==> src/amp_params.svh <==
/*
  Constants of the amplifier mode and fault supervisor: register offsets,
  field positions, reset values and timing figures.
  Assumes a 125 MHz system clock.
*/
`ifndef AMP_PARAMS_SVH
`define AMP_PARAMS_SVH

`define CLK_KHZ       125000
`define CM_RAMP_MS    26
`define GAIN_RAMP_MS  76
`define STBY_MS       1
`define GAIN_STEPS    255

`define DEV_ADDR_BASE 7'h6C
`define OFS_FAULT1    8'h00
`define OFS_FAULT2    8'h01
`define OFS_STAT1     8'h04
`define OFS_STAT2     8'h05
`define OFS_STAT3     8'h06
`define OFS_CTRL3     8'h0A
`define OFS_CTRL5     8'h0C

`define CTRL3_RST     8'h00
`define CTRL5_RST     8'h0F
`define FAULT_RST     8'h00
`define PINS_IDLE     23'h780000

`define C3_FSW        0
`define C3_CLIP_LSB   1
`define C3_TWEET      3
`define C5_CLR        7

`define F1_OV         7
`define F1_UV         6
`define F1_CPUV       4
`define F1_OTSD       3
`define F1_OC         2
`define F1_DC         1

`define S1_CLIP       0
`define S1_TWEET      1
`define S1_WARN       5
`define S1_FOLD       6

`endif

==> src/amp_pkg.sv <==
/*
  Types of the amplifier mode and fault supervisor.
  Assumes nothing beyond the constants header.
*/
package amp_pkg;

   typedef enum logic [1:0] {
      CLIP_WARN = 2'b00,
      CLIP_ONLY = 2'b01,
      CLIP_BOTH = 2'b10,
      CLIP_RSVD = 2'b11
   } clip_mode_t;

   typedef enum logic [2:0] {
      I_IDLE   = 3'b000,
      I_RX     = 3'b001,
      I_RX_ACK = 3'b010,
      I_TX     = 3'b011,
      I_TX_ACK = 3'b100
   } i2c_st_t;

   typedef enum logic [2:0] {
      R_OFF  = 3'b000,
      R_CM   = 3'b001,
      R_UP   = 3'b010,
      R_PLAY = 3'b011,
      R_DN   = 3'b100
   } ramp_st_t;

   typedef struct packed {
      logic       wr;
      logic [7:0] addr;
      logic [7:0] data;
   } reg_wr_t;

   typedef struct packed {
      logic       scl;
      logic       sda;
      logic       mute_n;
      logic       stby_n;
      logic       por;
      logic       uv;
      logic       cp_uv;
      logic       ov;
      logic       otsd;
      logic       warn;
      logic       fold;
      logic       clip;
      logic       tweet;
      logic [3:0] oc;
      logic [3:0] dc;
      logic [1:0] addr_sel;
   } pins_t;

   typedef struct packed {
      i2c_st_t    st;
      logic       scl_p;
      logic       sda_p;
      logic       oe;
      logic       is_addr;
      logic       sub_pend;
      logic       rw;
      logic [3:0] cnt;
      logic [7:0] sh;
      logic [7:0] sub;
      reg_wr_t    wr;
   } slv_t;

endpackage

==> src/amp_i2c_slave.sv <==
/*
  Byte level I2C slave: address match, subaddress, auto-increment
  on sequential reads and writes, write strobe and read data fetch.
  Assumes scl_i and sda_i are already synchronised to clk_i.
*/
`timescale 1ns/100ps
`default_nettype none

module amp_i2c_slave
   import amp_pkg::*;
(
   input  wire logic       clk_i,
   input  wire logic       rst_n_i,
   input  wire logic       en_i,
   input  wire logic       scl_i,
   input  wire logic       sda_i,
   input  wire logic [6:0] dev_addr_i,
   input  wire logic [7:0] rdata_i,
   output logic      [7:0] sub_o,
   output reg_wr_t         wr_o,
   output logic            sda_oe_o
);

   localparam slv_t SLV_INIT = '{st: I_IDLE, scl_p: 1'b1, sda_p: 1'b1, default: '0};

   slv_t s_ff;
   slv_t nxt_s;
   logic rise;
   logic fall;

   assign rise     = scl_i & ~s_ff.scl_p;
   assign fall     = ~scl_i & s_ff.scl_p;
   assign sub_o    = s_ff.sub;
   assign wr_o     = s_ff.wr;
   assign sda_oe_o = s_ff.oe;

   always_comb
   begin
      nxt_s       = s_ff;
      nxt_s.scl_p = scl_i;
      nxt_s.sda_p = sda_i;
      nxt_s.wr.wr = 1'b0;
      if (scl_i && s_ff.scl_p && s_ff.sda_p && !sda_i)
      begin
         // Start or repeated start; subaddress survives a repeated start
         nxt_s.st       = I_RX;
         nxt_s.cnt      = 4'h0;
         nxt_s.is_addr  = 1'b1;
         nxt_s.sub_pend = 1'b1;
         nxt_s.oe       = 1'b0;
      end
      else if (scl_i && s_ff.scl_p && !s_ff.sda_p && sda_i)
      begin
         nxt_s.st = I_IDLE;
         nxt_s.oe = 1'b0;
      end
      else
      begin
         case (s_ff.st)
            I_RX:
            begin
               if (rise)
               begin
                  nxt_s.sh  = {s_ff.sh[6:0], sda_i};
                  nxt_s.cnt = s_ff.cnt + 4'h1;
               end
               else if (fall && s_ff.cnt == 4'h8)
               begin
                  nxt_s.cnt = 4'h0;
                  nxt_s.st  = I_RX_ACK;
                  nxt_s.oe  = 1'b1;
                  if (s_ff.is_addr)
                  begin
                     nxt_s.is_addr = 1'b0;
                     nxt_s.rw      = s_ff.sh[0];
                     if (s_ff.sh[7:1] != dev_addr_i)
                     begin
                        nxt_s.st = I_IDLE;
                        nxt_s.oe = 1'b0;
                     end
                  end
                  else if (s_ff.sub_pend)
                  begin
                     nxt_s.sub      = s_ff.sh;
                     nxt_s.sub_pend = 1'b0;
                  end
                  else
                  begin
                     nxt_s.wr  = '{wr: 1'b1, addr: s_ff.sub, data: s_ff.sh};
                     nxt_s.sub = s_ff.sub + 8'h01;
                  end
               end
            end
            I_RX_ACK:
            begin
               if (fall)
               begin
                  nxt_s.oe = 1'b0;
                  nxt_s.st = I_RX;
                  if (s_ff.rw)
                  begin
                     nxt_s.st  = I_TX;
                     nxt_s.sh  = rdata_i;
                     nxt_s.oe  = ~rdata_i[7];
                     nxt_s.cnt = 4'h1;
                  end
               end
            end
            I_TX:
            begin
               if (fall)
               begin
                  if (s_ff.cnt == 4'h8)
                  begin
                     nxt_s.oe = 1'b0;
                     nxt_s.st = I_TX_ACK;
                  end
                  else
                  begin
                     nxt_s.oe  = ~s_ff.sh[6];
                     nxt_s.sh  = {s_ff.sh[6:0], 1'b0};
                     nxt_s.cnt = s_ff.cnt + 4'h1;
                  end
               end
            end
            I_TX_ACK:
            begin
               if (rise)
               begin
                  // Not-acknowledge ends the read; acknowledge fetches the next byte
                  nxt_s.st  = sda_i ? I_IDLE : I_RX_ACK;
                  nxt_s.sub = s_ff.sub + 8'h01;
               end
            end
            default:
            begin
               nxt_s.st = I_IDLE;
               nxt_s.oe = 1'b0;
            end
         endcase
      end
      if (!en_i)
      begin
         nxt_s = SLV_INIT;
      end
   end

   always_ff @(posedge clk_i)
   begin
      if (!rst_n_i)
      begin
         s_ff <= SLV_INIT;
      end
      else
      begin
         s_ff <= nxt_s;
      end
   end

endmodule // amp_i2c_slave

`default_nettype wire

==> src/amp_mode_fault_pin_control.sv <==
/*
  Mode and fault supervisor of a four-channel class-D amplifier: fault and
  clip/heat-warning open-drain pins, mute and standby pins, mute ramps,
  switching frequency select and the I2C register set.
  Assumes all analog monitors and pins are asynchronous to clk_i, and that
  addr_sel_i already carries the decoded level of the address-select pin.
*/
`timescale 1ns/100ps
`default_nettype none
`include "amp_params.svh"

module amp_mode_fault_pin_control
   import amp_pkg::*;
#(
   parameter int CM_CYC   = `CM_RAMP_MS * `CLK_KHZ,
   parameter int STEP_CYC = `GAIN_RAMP_MS * `CLK_KHZ / `GAIN_STEPS,
   parameter int STBY_CYC = `STBY_MS * `CLK_KHZ
)
(
   input  wire logic       clk_i,
   input  wire logic       rst_n_i,
   input  wire logic       scl_i,
   input  wire logic       sda_i,
   output logic            sda_o,
   output logic            sda_oe_o,
   input  wire logic [1:0] addr_sel_i,
   input  wire logic       mute_n_i,
   input  wire logic       standby_n_i,
   input  wire logic       por_i,
   input  wire logic       uv_i,
   input  wire logic       cp_uv_i,
   input  wire logic       ov_i,
   input  wire logic       otsd_i,
   input  wire logic       heat_warning_i,
   input  wire logic       foldback_i,
   input  wire logic       clip_i,
   input  wire logic       tweeter_i,
   input  wire logic [3:0] oc_i,
   input  wire logic [3:0] dc_i,
   output logic            fault_o,
   output logic            fault_oe_o,
   output logic            clip_heat_warn_pin_o,
   output logic            clip_heat_warn_pin_oe_o,
   output logic            fsw_500k_o,
   output logic            osc_sync_master_o,
   output logic      [3:0] chan_hiz_o,
   output logic      [7:0] gain_level_o,
   output logic            standby_o
);

   typedef struct packed {
      pins_t      s1;
      pins_t      s2;
      logic [7:0] ctrl3;
      logic [7:0] ctrl5;
      logic [7:0] flt1;
      logic [7:0] flt2;
      ramp_st_t   rs;
      logic [21:0] cnt;
      logic [16:0] scnt;
      logic [7:0] level;
      logic       stby;
      logic       fault_oe;
      logic       warn_oe;
      logic [3:0] hiz;
   } top_t;

   localparam top_t TOP_INIT = '{s1: `PINS_IDLE, s2: `PINS_IDLE, ctrl3: `CTRL3_RST,
                                 ctrl5: `CTRL5_RST, flt1: `FAULT_RST, flt2: `FAULT_RST,
                                 rs: R_OFF, hiz: 4'hF, default: '0};

   top_t       s_ff;
   top_t       nxt_s;
   pins_t      p;
   pins_t      raw;
   reg_wr_t    wr;
   logic [7:0] sub;
   logic [7:0] rdata;
   logic       stby_req;
   logic       glob_flt;
   logic       clr;
   logic       play_req;
   logic       en;
   logic [3:0] hiz_eff;
   logic [7:0] set1;
   logic [7:0] set2;
   logic       warn_act;
   clip_mode_t mode;

   assign raw = '{scl: scl_i, sda: sda_i, mute_n: mute_n_i, stby_n: standby_n_i, por: por_i,
                  uv: uv_i, cp_uv: cp_uv_i, ov: ov_i, otsd: otsd_i, warn: heat_warning_i,
                  fold: foldback_i, clip: clip_i, tweet: tweeter_i, oc: oc_i, dc: dc_i,
                  addr_sel: addr_sel_i};
   assign p        = s_ff.s2;
   assign stby_req = ~p.stby_n | p.por;
   assign en       = ~stby_req;
   // Live levels too, so a global fault still hard-mutes while standby clears the latches
   assign glob_flt = |{s_ff.flt1[`F1_OV], s_ff.flt1[`F1_UV], s_ff.flt1[`F1_CPUV],
                       s_ff.flt1[`F1_OTSD], p.ov, p.uv, p.cp_uv, p.otsd} | p.por;
   assign clr      = wr.wr && wr.addr == `OFS_CTRL5 && wr.data[`C5_CLR];
   assign hiz_eff  = s_ff.ctrl5[3:0] | s_ff.flt2[3:0] | s_ff.flt2[7:4] | {4{glob_flt}};
   assign play_req = p.mute_n & ~stby_req & ~&hiz_eff;
   assign mode     = clip_mode_t'(s_ff.ctrl3[`C3_CLIP_LSB +: 2]);

   assign set1 = {p.ov, p.uv, 1'b0, p.cp_uv, p.otsd, |p.oc, |p.dc, 1'b0};
   assign set2 = {p.dc, p.oc};

   always_comb
   begin
      case (sub)
         `OFS_FAULT1: rdata = s_ff.flt1;
         `OFS_FAULT2: rdata = s_ff.flt2;
         `OFS_STAT1:  rdata = {1'b0, p.fold, p.warn, 3'h0, p.tweet, p.clip};
         `OFS_STAT2:  rdata = {4'h0, s_ff.hiz};
         `OFS_STAT3:  rdata = s_ff.level;
         `OFS_CTRL3:  rdata = s_ff.ctrl3;
         `OFS_CTRL5:  rdata = {4'h0, s_ff.ctrl5[3:0]};
         default:     rdata = 8'h00;
      endcase
   end

   always_comb
   begin
      case (mode)
         CLIP_ONLY: warn_act = p.clip;
         CLIP_BOTH: warn_act = p.clip | p.warn | p.fold;
         default:   warn_act = p.warn | p.fold;
      endcase
      if (s_ff.ctrl3[`C3_TWEET] && p.tweet)
      begin
         warn_act = 1'b1;
      end
   end

   always_comb
   begin
      nxt_s    = s_ff;
      nxt_s.s1 = raw;
      nxt_s.s2 = s_ff.s1;
      if (wr.wr && wr.addr == `OFS_CTRL3)
      begin
         nxt_s.ctrl3 = wr.data;
      end
      if (wr.wr && wr.addr == `OFS_CTRL5)
      begin
         nxt_s.ctrl5 = {4'h0, wr.data[3:0]};
      end
      // Set wins over the fault-reset command in the same cycle
      nxt_s.flt1 = (s_ff.flt1 & ~{8{clr}}) | set1;
      nxt_s.flt2 = (s_ff.flt2 & ~{8{clr}}) | set2;
      nxt_s.hiz  = hiz_eff | {4{s_ff.rs == R_OFF}};
      case (s_ff.rs)
         R_OFF:
         begin
            nxt_s.level = 8'h00;
            nxt_s.cnt   = 22'h0;
            if (play_req)
            begin
               nxt_s.rs = R_CM;
            end
         end
         R_CM:
         begin
            nxt_s.cnt = s_ff.cnt + 22'h1;
            if (!play_req)
            begin
               nxt_s.rs = R_OFF;
            end
            else if (s_ff.cnt == 22'(CM_CYC - 1))
            begin
               nxt_s.rs  = R_UP;
               nxt_s.cnt = 22'h0;
            end
         end
         R_UP, R_DN:
         begin
            nxt_s.cnt = s_ff.cnt + 22'h1;
            if ((s_ff.rs == R_UP) != play_req)
            begin
               nxt_s.rs  = play_req ? R_UP : R_DN;
               nxt_s.cnt = 22'h0;
            end
            else if (s_ff.cnt == 22'(STEP_CYC - 1))
            begin
               nxt_s.cnt = 22'h0;
               if (s_ff.rs == R_UP)
               begin
                  nxt_s.level = s_ff.level + 8'h01;
                  if (s_ff.level == 8'hFE)
                  begin
                     nxt_s.rs = R_PLAY;
                  end
               end
               else
               begin
                  nxt_s.level = s_ff.level - 8'h01;
                  if (s_ff.level == 8'h01)
                  begin
                     nxt_s.rs = R_OFF;
                  end
               end
            end
         end
         R_PLAY:
         begin
            nxt_s.cnt = 22'h0;
            if (!play_req)
            begin
               nxt_s.rs = R_DN;
            end
         end
         default:
         begin
            nxt_s.rs = R_OFF;
         end
      endcase
      if (glob_flt)
      begin
         nxt_s.rs    = R_OFF;
         nxt_s.level = 8'h00;
      end
      if (stby_req)
      begin
         nxt_s.ctrl3 = `CTRL3_RST;
         nxt_s.ctrl5 = `CTRL5_RST;
         nxt_s.flt1  = `FAULT_RST;
         nxt_s.flt2  = `FAULT_RST;
         if (s_ff.rs == R_OFF && s_ff.scnt != 17'(STBY_CYC))
         begin
            nxt_s.scnt = s_ff.scnt + 17'h1;
         end
      end
      else
      begin
         nxt_s.scnt = 17'h0;
      end
      nxt_s.stby     = stby_req && (p.por || s_ff.scnt == 17'(STBY_CYC));
      nxt_s.fault_oe = |s_ff.flt1 | |s_ff.flt2 | p.por;
      nxt_s.warn_oe  = warn_act;
   end

   always_ff @(posedge clk_i)
   begin
      if (!rst_n_i)
      begin
         s_ff <= TOP_INIT;
      end
      else
      begin
         s_ff <= nxt_s;
      end
   end

   amp_i2c_slave u_slave (
      .clk_i      (clk_i),
      .rst_n_i    (rst_n_i),
      .en_i       (en),
      .scl_i      (p.scl),
      .sda_i      (p.sda),
      .dev_addr_i (`DEV_ADDR_BASE | {5'h00, p.addr_sel}),
      .rdata_i    (rdata),
      .sub_o      (sub),
      .wr_o       (wr),
      .sda_oe_o   (sda_oe_o)
   );

   assign sda_o                   = 1'b0;
   assign fault_o                 = 1'b0;
   assign fault_oe_o              = s_ff.fault_oe;
   assign clip_heat_warn_pin_o    = 1'b0;
   assign clip_heat_warn_pin_oe_o = s_ff.warn_oe;
   assign fsw_500k_o              = s_ff.ctrl3[`C3_FSW];
   assign osc_sync_master_o       = p.addr_sel == 2'b00;
   assign chan_hiz_o              = s_ff.hiz;
   assign gain_level_o            = s_ff.level;
   assign standby_o               = s_ff.stby;

endmodule // amp_mode_fault_pin_control

`default_nettype wire

==> config.mk <==
export PLATFORM = sky130hd
export DESIGN_NAME = amp_mode_fault_pin_control
export DESIGN_NICKNAME = d
export VERILOG_FILES = /design/src/amp_pkg.sv /design/src/amp_i2c_slave.sv /design/src/amp_mode_fault_pin_control.sv
export VERILOG_INCLUDE_DIRS = /design/src
export SDC_FILE = /design/constraint.sdc
export NUM_CORES = 1
export LEC_CHECK = 0
export ABC_CLOCK_PERIOD_IN_PS = 9950
export BUFFER_PORTS_ARGS = -buffer_cell sky130_fd_sc_hd__buf_4
export CORE_MARGIN = 3
export CORE_UTILIZATION = 50
export DETAILED_ROUTE_END_ITERATION = 10
export PLACE_DENSITY = 0.66
export SYNTH_ARGS = -nofsm -noshare
export SYNTH_HDL_FRONTEND = slang
export SYNTH_HIERARCHICAL = 1
export SYNTH_SLANG_ARGS = --single-unit
==> constraint.sdc <==
create_clock -name clk_i -period 9.95 [get_ports clk_i]
set_input_delay 0 -clock clk_i [delete_from_list [all_inputs] [get_ports clk_i]]
set_output_delay 0 -clock clk_i [all_outputs]
set_load 0.05 [all_outputs]
Yosys cells after proc, flatten, opt, wreduce, memory -nomap -nowiden
Index checks and enable logic that the tools add are counted.
{"block": "word_totals", "elab_cells": 267, "reg_bits": 177}
{"block": "op_classes", "reduce_logical": 51, "n_bitwise": 35, "eq_ne": 55, "n_addsub": 6, "mux": 62}
{"cell": "25-bit 2-to-1 mux", "n": 6}
{"cell": "22-bit case mux with 3 select lines", "n": 1}
{"cell": "8-bit 2-to-1 mux", "n": 7}
{"cell": "8-bit case mux with 7 select lines", "n": 1}
{"cell": "12-bit 2-to-1 mux", "n": 4}
{"cell": "3-bit 2-to-1 mux", "n": 14}
{"cell": "40-bit 2-to-1 mux", "n": 1}
{"cell": "12-bit case mux with 3 select lines", "n": 1}
{"cell": "17-bit 2-to-1 mux", "n": 2}
{"cell": "8-bit by 4-bit == test with 1-bit output (second input constant)", "n": 4}
{"cell": "8-bit case mux with 2 select lines", "n": 2}
{"cell": "8-bit OR reduction", "n": 4}
{"cell": "8-bit by 3-bit == test with 1-bit output (second input constant)", "n": 3}
{"cell": "3-bit case mux with 4 select lines", "n": 2}
{"cell": "6-bit AND reduction", "n": 4}
{"cell": "22-bit by 1-bit adder with 22-bit output (second input constant)", "n": 1}
{"cell": "22-bit by 16-bit == test with 1-bit output (second input constant)", "n": 1}
{"cell": "22-bit == test (second input constant)", "n": 1}
{"cell": "22-bit 2-to-1 mux", "n": 1}
{"cell": "7-bit AND reduction", "n": 3}
{"cell": "4-bit by 1-bit inequality test with 1-bit output (second input constant)", "n": 5}
{"cell": "2-bit inequality test (second input constant)", "n": 9}
{"cell": "17-bit by 1-bit adder with 17-bit output (second input constant)", "n": 1}
{"cell": "17-bit == test (second input constant)", "n": 1}
{"cell": "other kinds (46)", "n": 130}

Longest topological paths before layout
{"block": "depth", "depth_word": 9, "mapped_depth": 11, "mapped_depth_nobuf": 10}

Cells and area by module
Netlist, hierarchy kept.
{"mod": "amp_mode_fault_pin_control", "instances": 1, "cells_each": 664, "area_per_inst_um2": 5853.1}
{"mod": "amp_i2c_slave", "instances": 1, "cells_each": 327, "area_per_inst_um2": 2606.2}

Worst setup path after synthesis
No wires, ideal clock.
{"block": "synth_timing", "path_type": "register to register", "from": "register s_ff[68] (netlist name)", "to": "register s_ff[41] (netlist name)", "slack_ns": 6.739, "path_stages_with_launch": 11, "path_buffers": 1, "arrival_ns": 3.115, "setup_ns": 0.095, "period_less_slack_ns": 3.211, "cell_sequence": "dfxtp_1 > or4_4 > or4_4 > nor2_1 > inv_2 > ha_1 > nor3_1 > o2bb2ai_2 > nand2_2 > buf_4 > o311ai_1"}
{"block": "synth_between", "elab_chain_len": 9}
{"element": "from (decl)", "line": "amp_mode_fault_pin_control.sv:72", "text": "top_t s_ff;"}
{"element": "from (signal assigned)", "line": "amp_mode_fault_pin_control.sv:250", "text": "s_ff <= nxt_s;"}
{"element": "8-bit OR reduction *", "line": "amp_mode_fault_pin_control.sv:98", "text": "assign glob_flt = |{s_ff.flt1[`F1_OV], s_ff.flt1[`F1_UV], s_ff.flt1[`F1_CPUV],"}
{"element": "1-bit OR *", "line": "amp_mode_fault_pin_control.sv:98"}
{"element": "4-bit OR *", "line": "amp_mode_fault_pin_control.sv:101", "text": "assign hiz_eff = s_ff.ctrl5[3:0] | s_ff.flt2[3:0] | s_ff.flt2[7:4] | {4{glob_flt}};"}
{"element": "4-bit AND reduction *", "line": "amp_mode_fault_pin_control.sv:102", "text": "assign play_req = p.mute_n & ~stby_req & ~&hiz_eff;"}
{"element": "1-bit logical NOT *", "line": "amp_mode_fault_pin_control.sv:102"}
{"element": "1-bit bitwise AND *", "line": "amp_mode_fault_pin_control.sv:102"}
{"element": "1-bit inequality test", "line": "amp_mode_fault_pin_control.sv:178", "text": "if ((s_ff.rs == R_UP) != play_req)"}
{"element": "25-bit 2-to-1 mux", "line": "amp_mode_fault_pin_control.sv:178"}
{"element": "22-bit case mux with 3 select lines *", "line": "amp_mode_fault_pin_control.sv:152", "text": "case (s_ff.rs)"}
Mark *: on every way between the ends. The rest lies on a longest branch, timed or not.
A chain may end at the register's enable or synchronous reset.

Final worst setup path
{"block": "layout_timing", "from": "register s_ff[68] (netlist name)", "to": "register s_ff[48] (netlist name)"}
Same word-level chain as after synthesis.

==> flow_summary.yaml <==
timing:
  finalCritPeriodShare_pct: 36.9
  rsz0062_at_grt: "no"
  min_period_ns: 3.67
  tns_ns: 0
  hold_violations: 0
  fmax_mhz: 273
  setup_viol: 0
  setup_ws_ns: 6.28
  tightest_slew_ns: 0.968
  clock_skew_ns: 0.0132
  finalMaxSlewViolations: 0
  maxSlewHeadroom_pct: 35.1
floorplan:
  dieArea_um2: 18500
  rows: 46
  ios: 46
  die_x_um: 136
  core_um2: 16200
  start_util_pct: 52.1
  die_h_um: 136
worst_setup_path:
  cp-end-kind: "register"
  crit_path_max_fanout: 27
  crit_type: "register to register"
  cpMaxStageDelayCell: "or4_4"
  path_cells: "or4_4, or4_4, nor2_1, inv_2, ha_1, nor3_1, o2bb2ai_2, buf_4, nand2_2, o311ai_1"
  cp-start-kind: "register"
  r2r_start: "s_ff[68]"
  reg2reg_depth: 10
  critical-path-max-stage-delay_ns: 0.55
  arrival_ns: 4.01
  critPathMostFrequentCell: "or4_4"
  r2r_end: "s_ff[48]"
  r2r_slack_ns: 6.28
  required_ns: 10.30
flow_run:
  max-cap-violations: 0
yosys:
  yosysSeqAreaShare_pct: 41.9
  ys_seq_elements: 177
  syn_inst: 991
  yosys-top-cells-area: "dfxtp_1, nand2_1, a21oi_1"
  synth_top_area_share_pct: 41.9
  netlist-cell-type-count: 79
  syn_avg_cell_area_um2: 8.54
  synth_flop_cell: "dfxtp_1"
  synth_area_um2: 8460
  yosysWarnings: 6
  synth_top_cell_by_area: "dfxtp_1"
  synth_edf_count: 0
  synthArstFlopShare_pct: 0
layout:
  fillCellCount: 1516
  final_common_cell: "dfxtp_1"
  nNetsFinal: 1038
  area_growth_pct: 11.8
  final_area_um2: 9460
  layout-drive-gt1-share_pct: 10.8
  layout_common_cells: "dfxtp_1, nand2_1, nor2_1"
  post-route-util_pct: 58.3
  num_antenna_cells: 0
global_route:
  overflow: 0
  grt_max_degree: 82
  grt_pass1_vias: 6266
  grtUsageTotal_pct: 21.2
  grt_pass1_wl_um: 31500
  antenna_found_initial: 0
clock_tree:
  cts_setup_buffers: 0
  clkLatencyLatePin_ns: 0.44
  cts_tree: "done"
  cts_resized: 0
  cts_sinks: 177
  cts_buffers: 17
  cts_buffer_depth: 2
  clk_pin_slew_worst_paths_ns: 0.08
  cts_hold_buf: 23
  h-tree-depth: 4
  root_buffer: "clkbuf_16"
drt:
  wl_per_cell_um: 15.3
  dr.pass1.iters: 7
  first_iter_violations: 649
  vias_per_cell: 5.61
  drcViolationCount: 0
  met1_length_um: 9280
  wl_met3_um: 1180
  drt-total-wl_um: 18800
  top_layer_used: "met4"
  drtAntennaViolNets: 0
  via_count: 6895
  route.met2.wl_um: 8010
hold_path:
  whs_endpoint: "nxt_s[109]"
  hp-start: "rst_n_i"
  holdPathStages: 2
  hp-class: "input port to register"
power_and_ir_drop:
  p_per_area_nw_per_um2: 157
  finalPower_mw: 1.48
  worst_ir_drop_vdd_mv: 0.142
  power_leakage_nw: 3.35
place:
  place_congestion: 0.939
  portBuffers: 42
  dp_hpwl_um: 13000
  pre_cts_ws_ns: 6.33
  dpl_cell_area_um2: 8590
outcome:
  outcome: "complete, no violations"
[logic make-up after synthesis]
kind of cell    after synthesis  share of synthesized area, %
xor+xnor                     33                          3.42
compound gates              181                          13.7
fa+ha+maj                    14                          2.07
simple gates                449                          28.8
mux                          26                          3.09
buf+inv                     109                          6.97
flops                       177                          41.9
other cells                   2                        0.0888
[worst max-delay path by stage]
stage / slack [ns] / start / end / depth (start not counted)
after floorplan: 6.74 / s_ff[68] / s_ff[41] / 10
after CTS: 6.31 / s_ff[68] / s_ff[45] / 10
after detailed placement: 6.33 / s_ff[68] / s_ff[48] / 10
final: 6.28 / s_ff[68] / s_ff[48] / 10
after global routing: 5.98 / s_ff[68] / s_ff[46] / 10
after global placement: 6.38 / s_ff[68] / s_ff[38] / 10
[sequential cells by signal, indices dropped and copies added (netlist names)]
| register | cells |
|---|---|
| clip_heat_warn_pin_oe_o | 1 |
| s_ff | 67 |
| p | 23 |
| standby_o | 1 |
| chan_hiz_o | 4 |
| nxt_s | 23 |
| mode | 2 |
| fsw_500k_o | 1 |
| u_slave/sub_o | 8 |
| u_slave/sda_oe_o | 1 |
| u_slave/s_ff | 20 |
| u_slave/wr_o | 17 |
| gain_level_o | 8 |
| fault_oe_o | 1 |
[cell type report]
| type | instances | area (um2) | area share, % |
|---|---|---|---|
| Clock inverter | 15 | 205 | 2.17 |
| Inverter | 23 | 86.3 | 0.913 |
| Tap cell | 216 | 270 | 2.86 |
| Sequential cell | 177 | 3540 | 37.5 |
| Clock buffer | 17 | 425 | 4.50 |
| Multi-Input combinational cell | 711 | 4350 | 46.0 |
| Timing Repair Buffer | 69 | 576 | 6.09 |
[stage by stage]
step | hold slack (ns) | instances
2_1_floorplan | 0.101 | 997
3_3_place_gp | 0.187 | 1173
3_5_place_dp | 0.188 | 1173
4_1_cts | 0.0726 | 1228
5_1_grt | 0.110 | 1228
6_report | 0.0743 | 1228
[critical path, delay by kind of cell, from the launching register on]
family                   cells  cell delay, ns
AND/OR/NAND/NOR              5            2.01
AO/OA/AOI/OAI                2            0.50
buffers and inverters        2            0.40
adder cells (fa/ha/maj)      1            0.34
flip-flops                   1            0.33
[cells in the mapped netlist, types with 15 or more instances]
cell type  instances
dfxtp_1          177
nand2_1          111
nor2_1            81
a21oi_1           70
buf_4             42
and2_1            40
clkbuf_1          34
nand3_1           33
o21ai_0           27
mux2i_1           25
nor3_1            25
nand4_1           23
inv_1             21
or3_1             21
xnor2_1           19
nand2b_1          17
and3_1            16
a31oi_1           15
[layer usage]
metal  up-vias  track usage [%]
met5         -                0
met4         0             7.39
met3        31             5.29
met2       228             31.0
met1      3140             30.3
li1       3496                -
[where the power goes]
part           internal (mW)  switching (mW)  leakage, nW
Sequential             0.721         0.00928         1.44
Combinational         0.0290          0.0366         1.61
Clock                  0.347           0.340        0.299
Total                   1.10           0.386         3.35
Power figures use the tool's default switching activity.
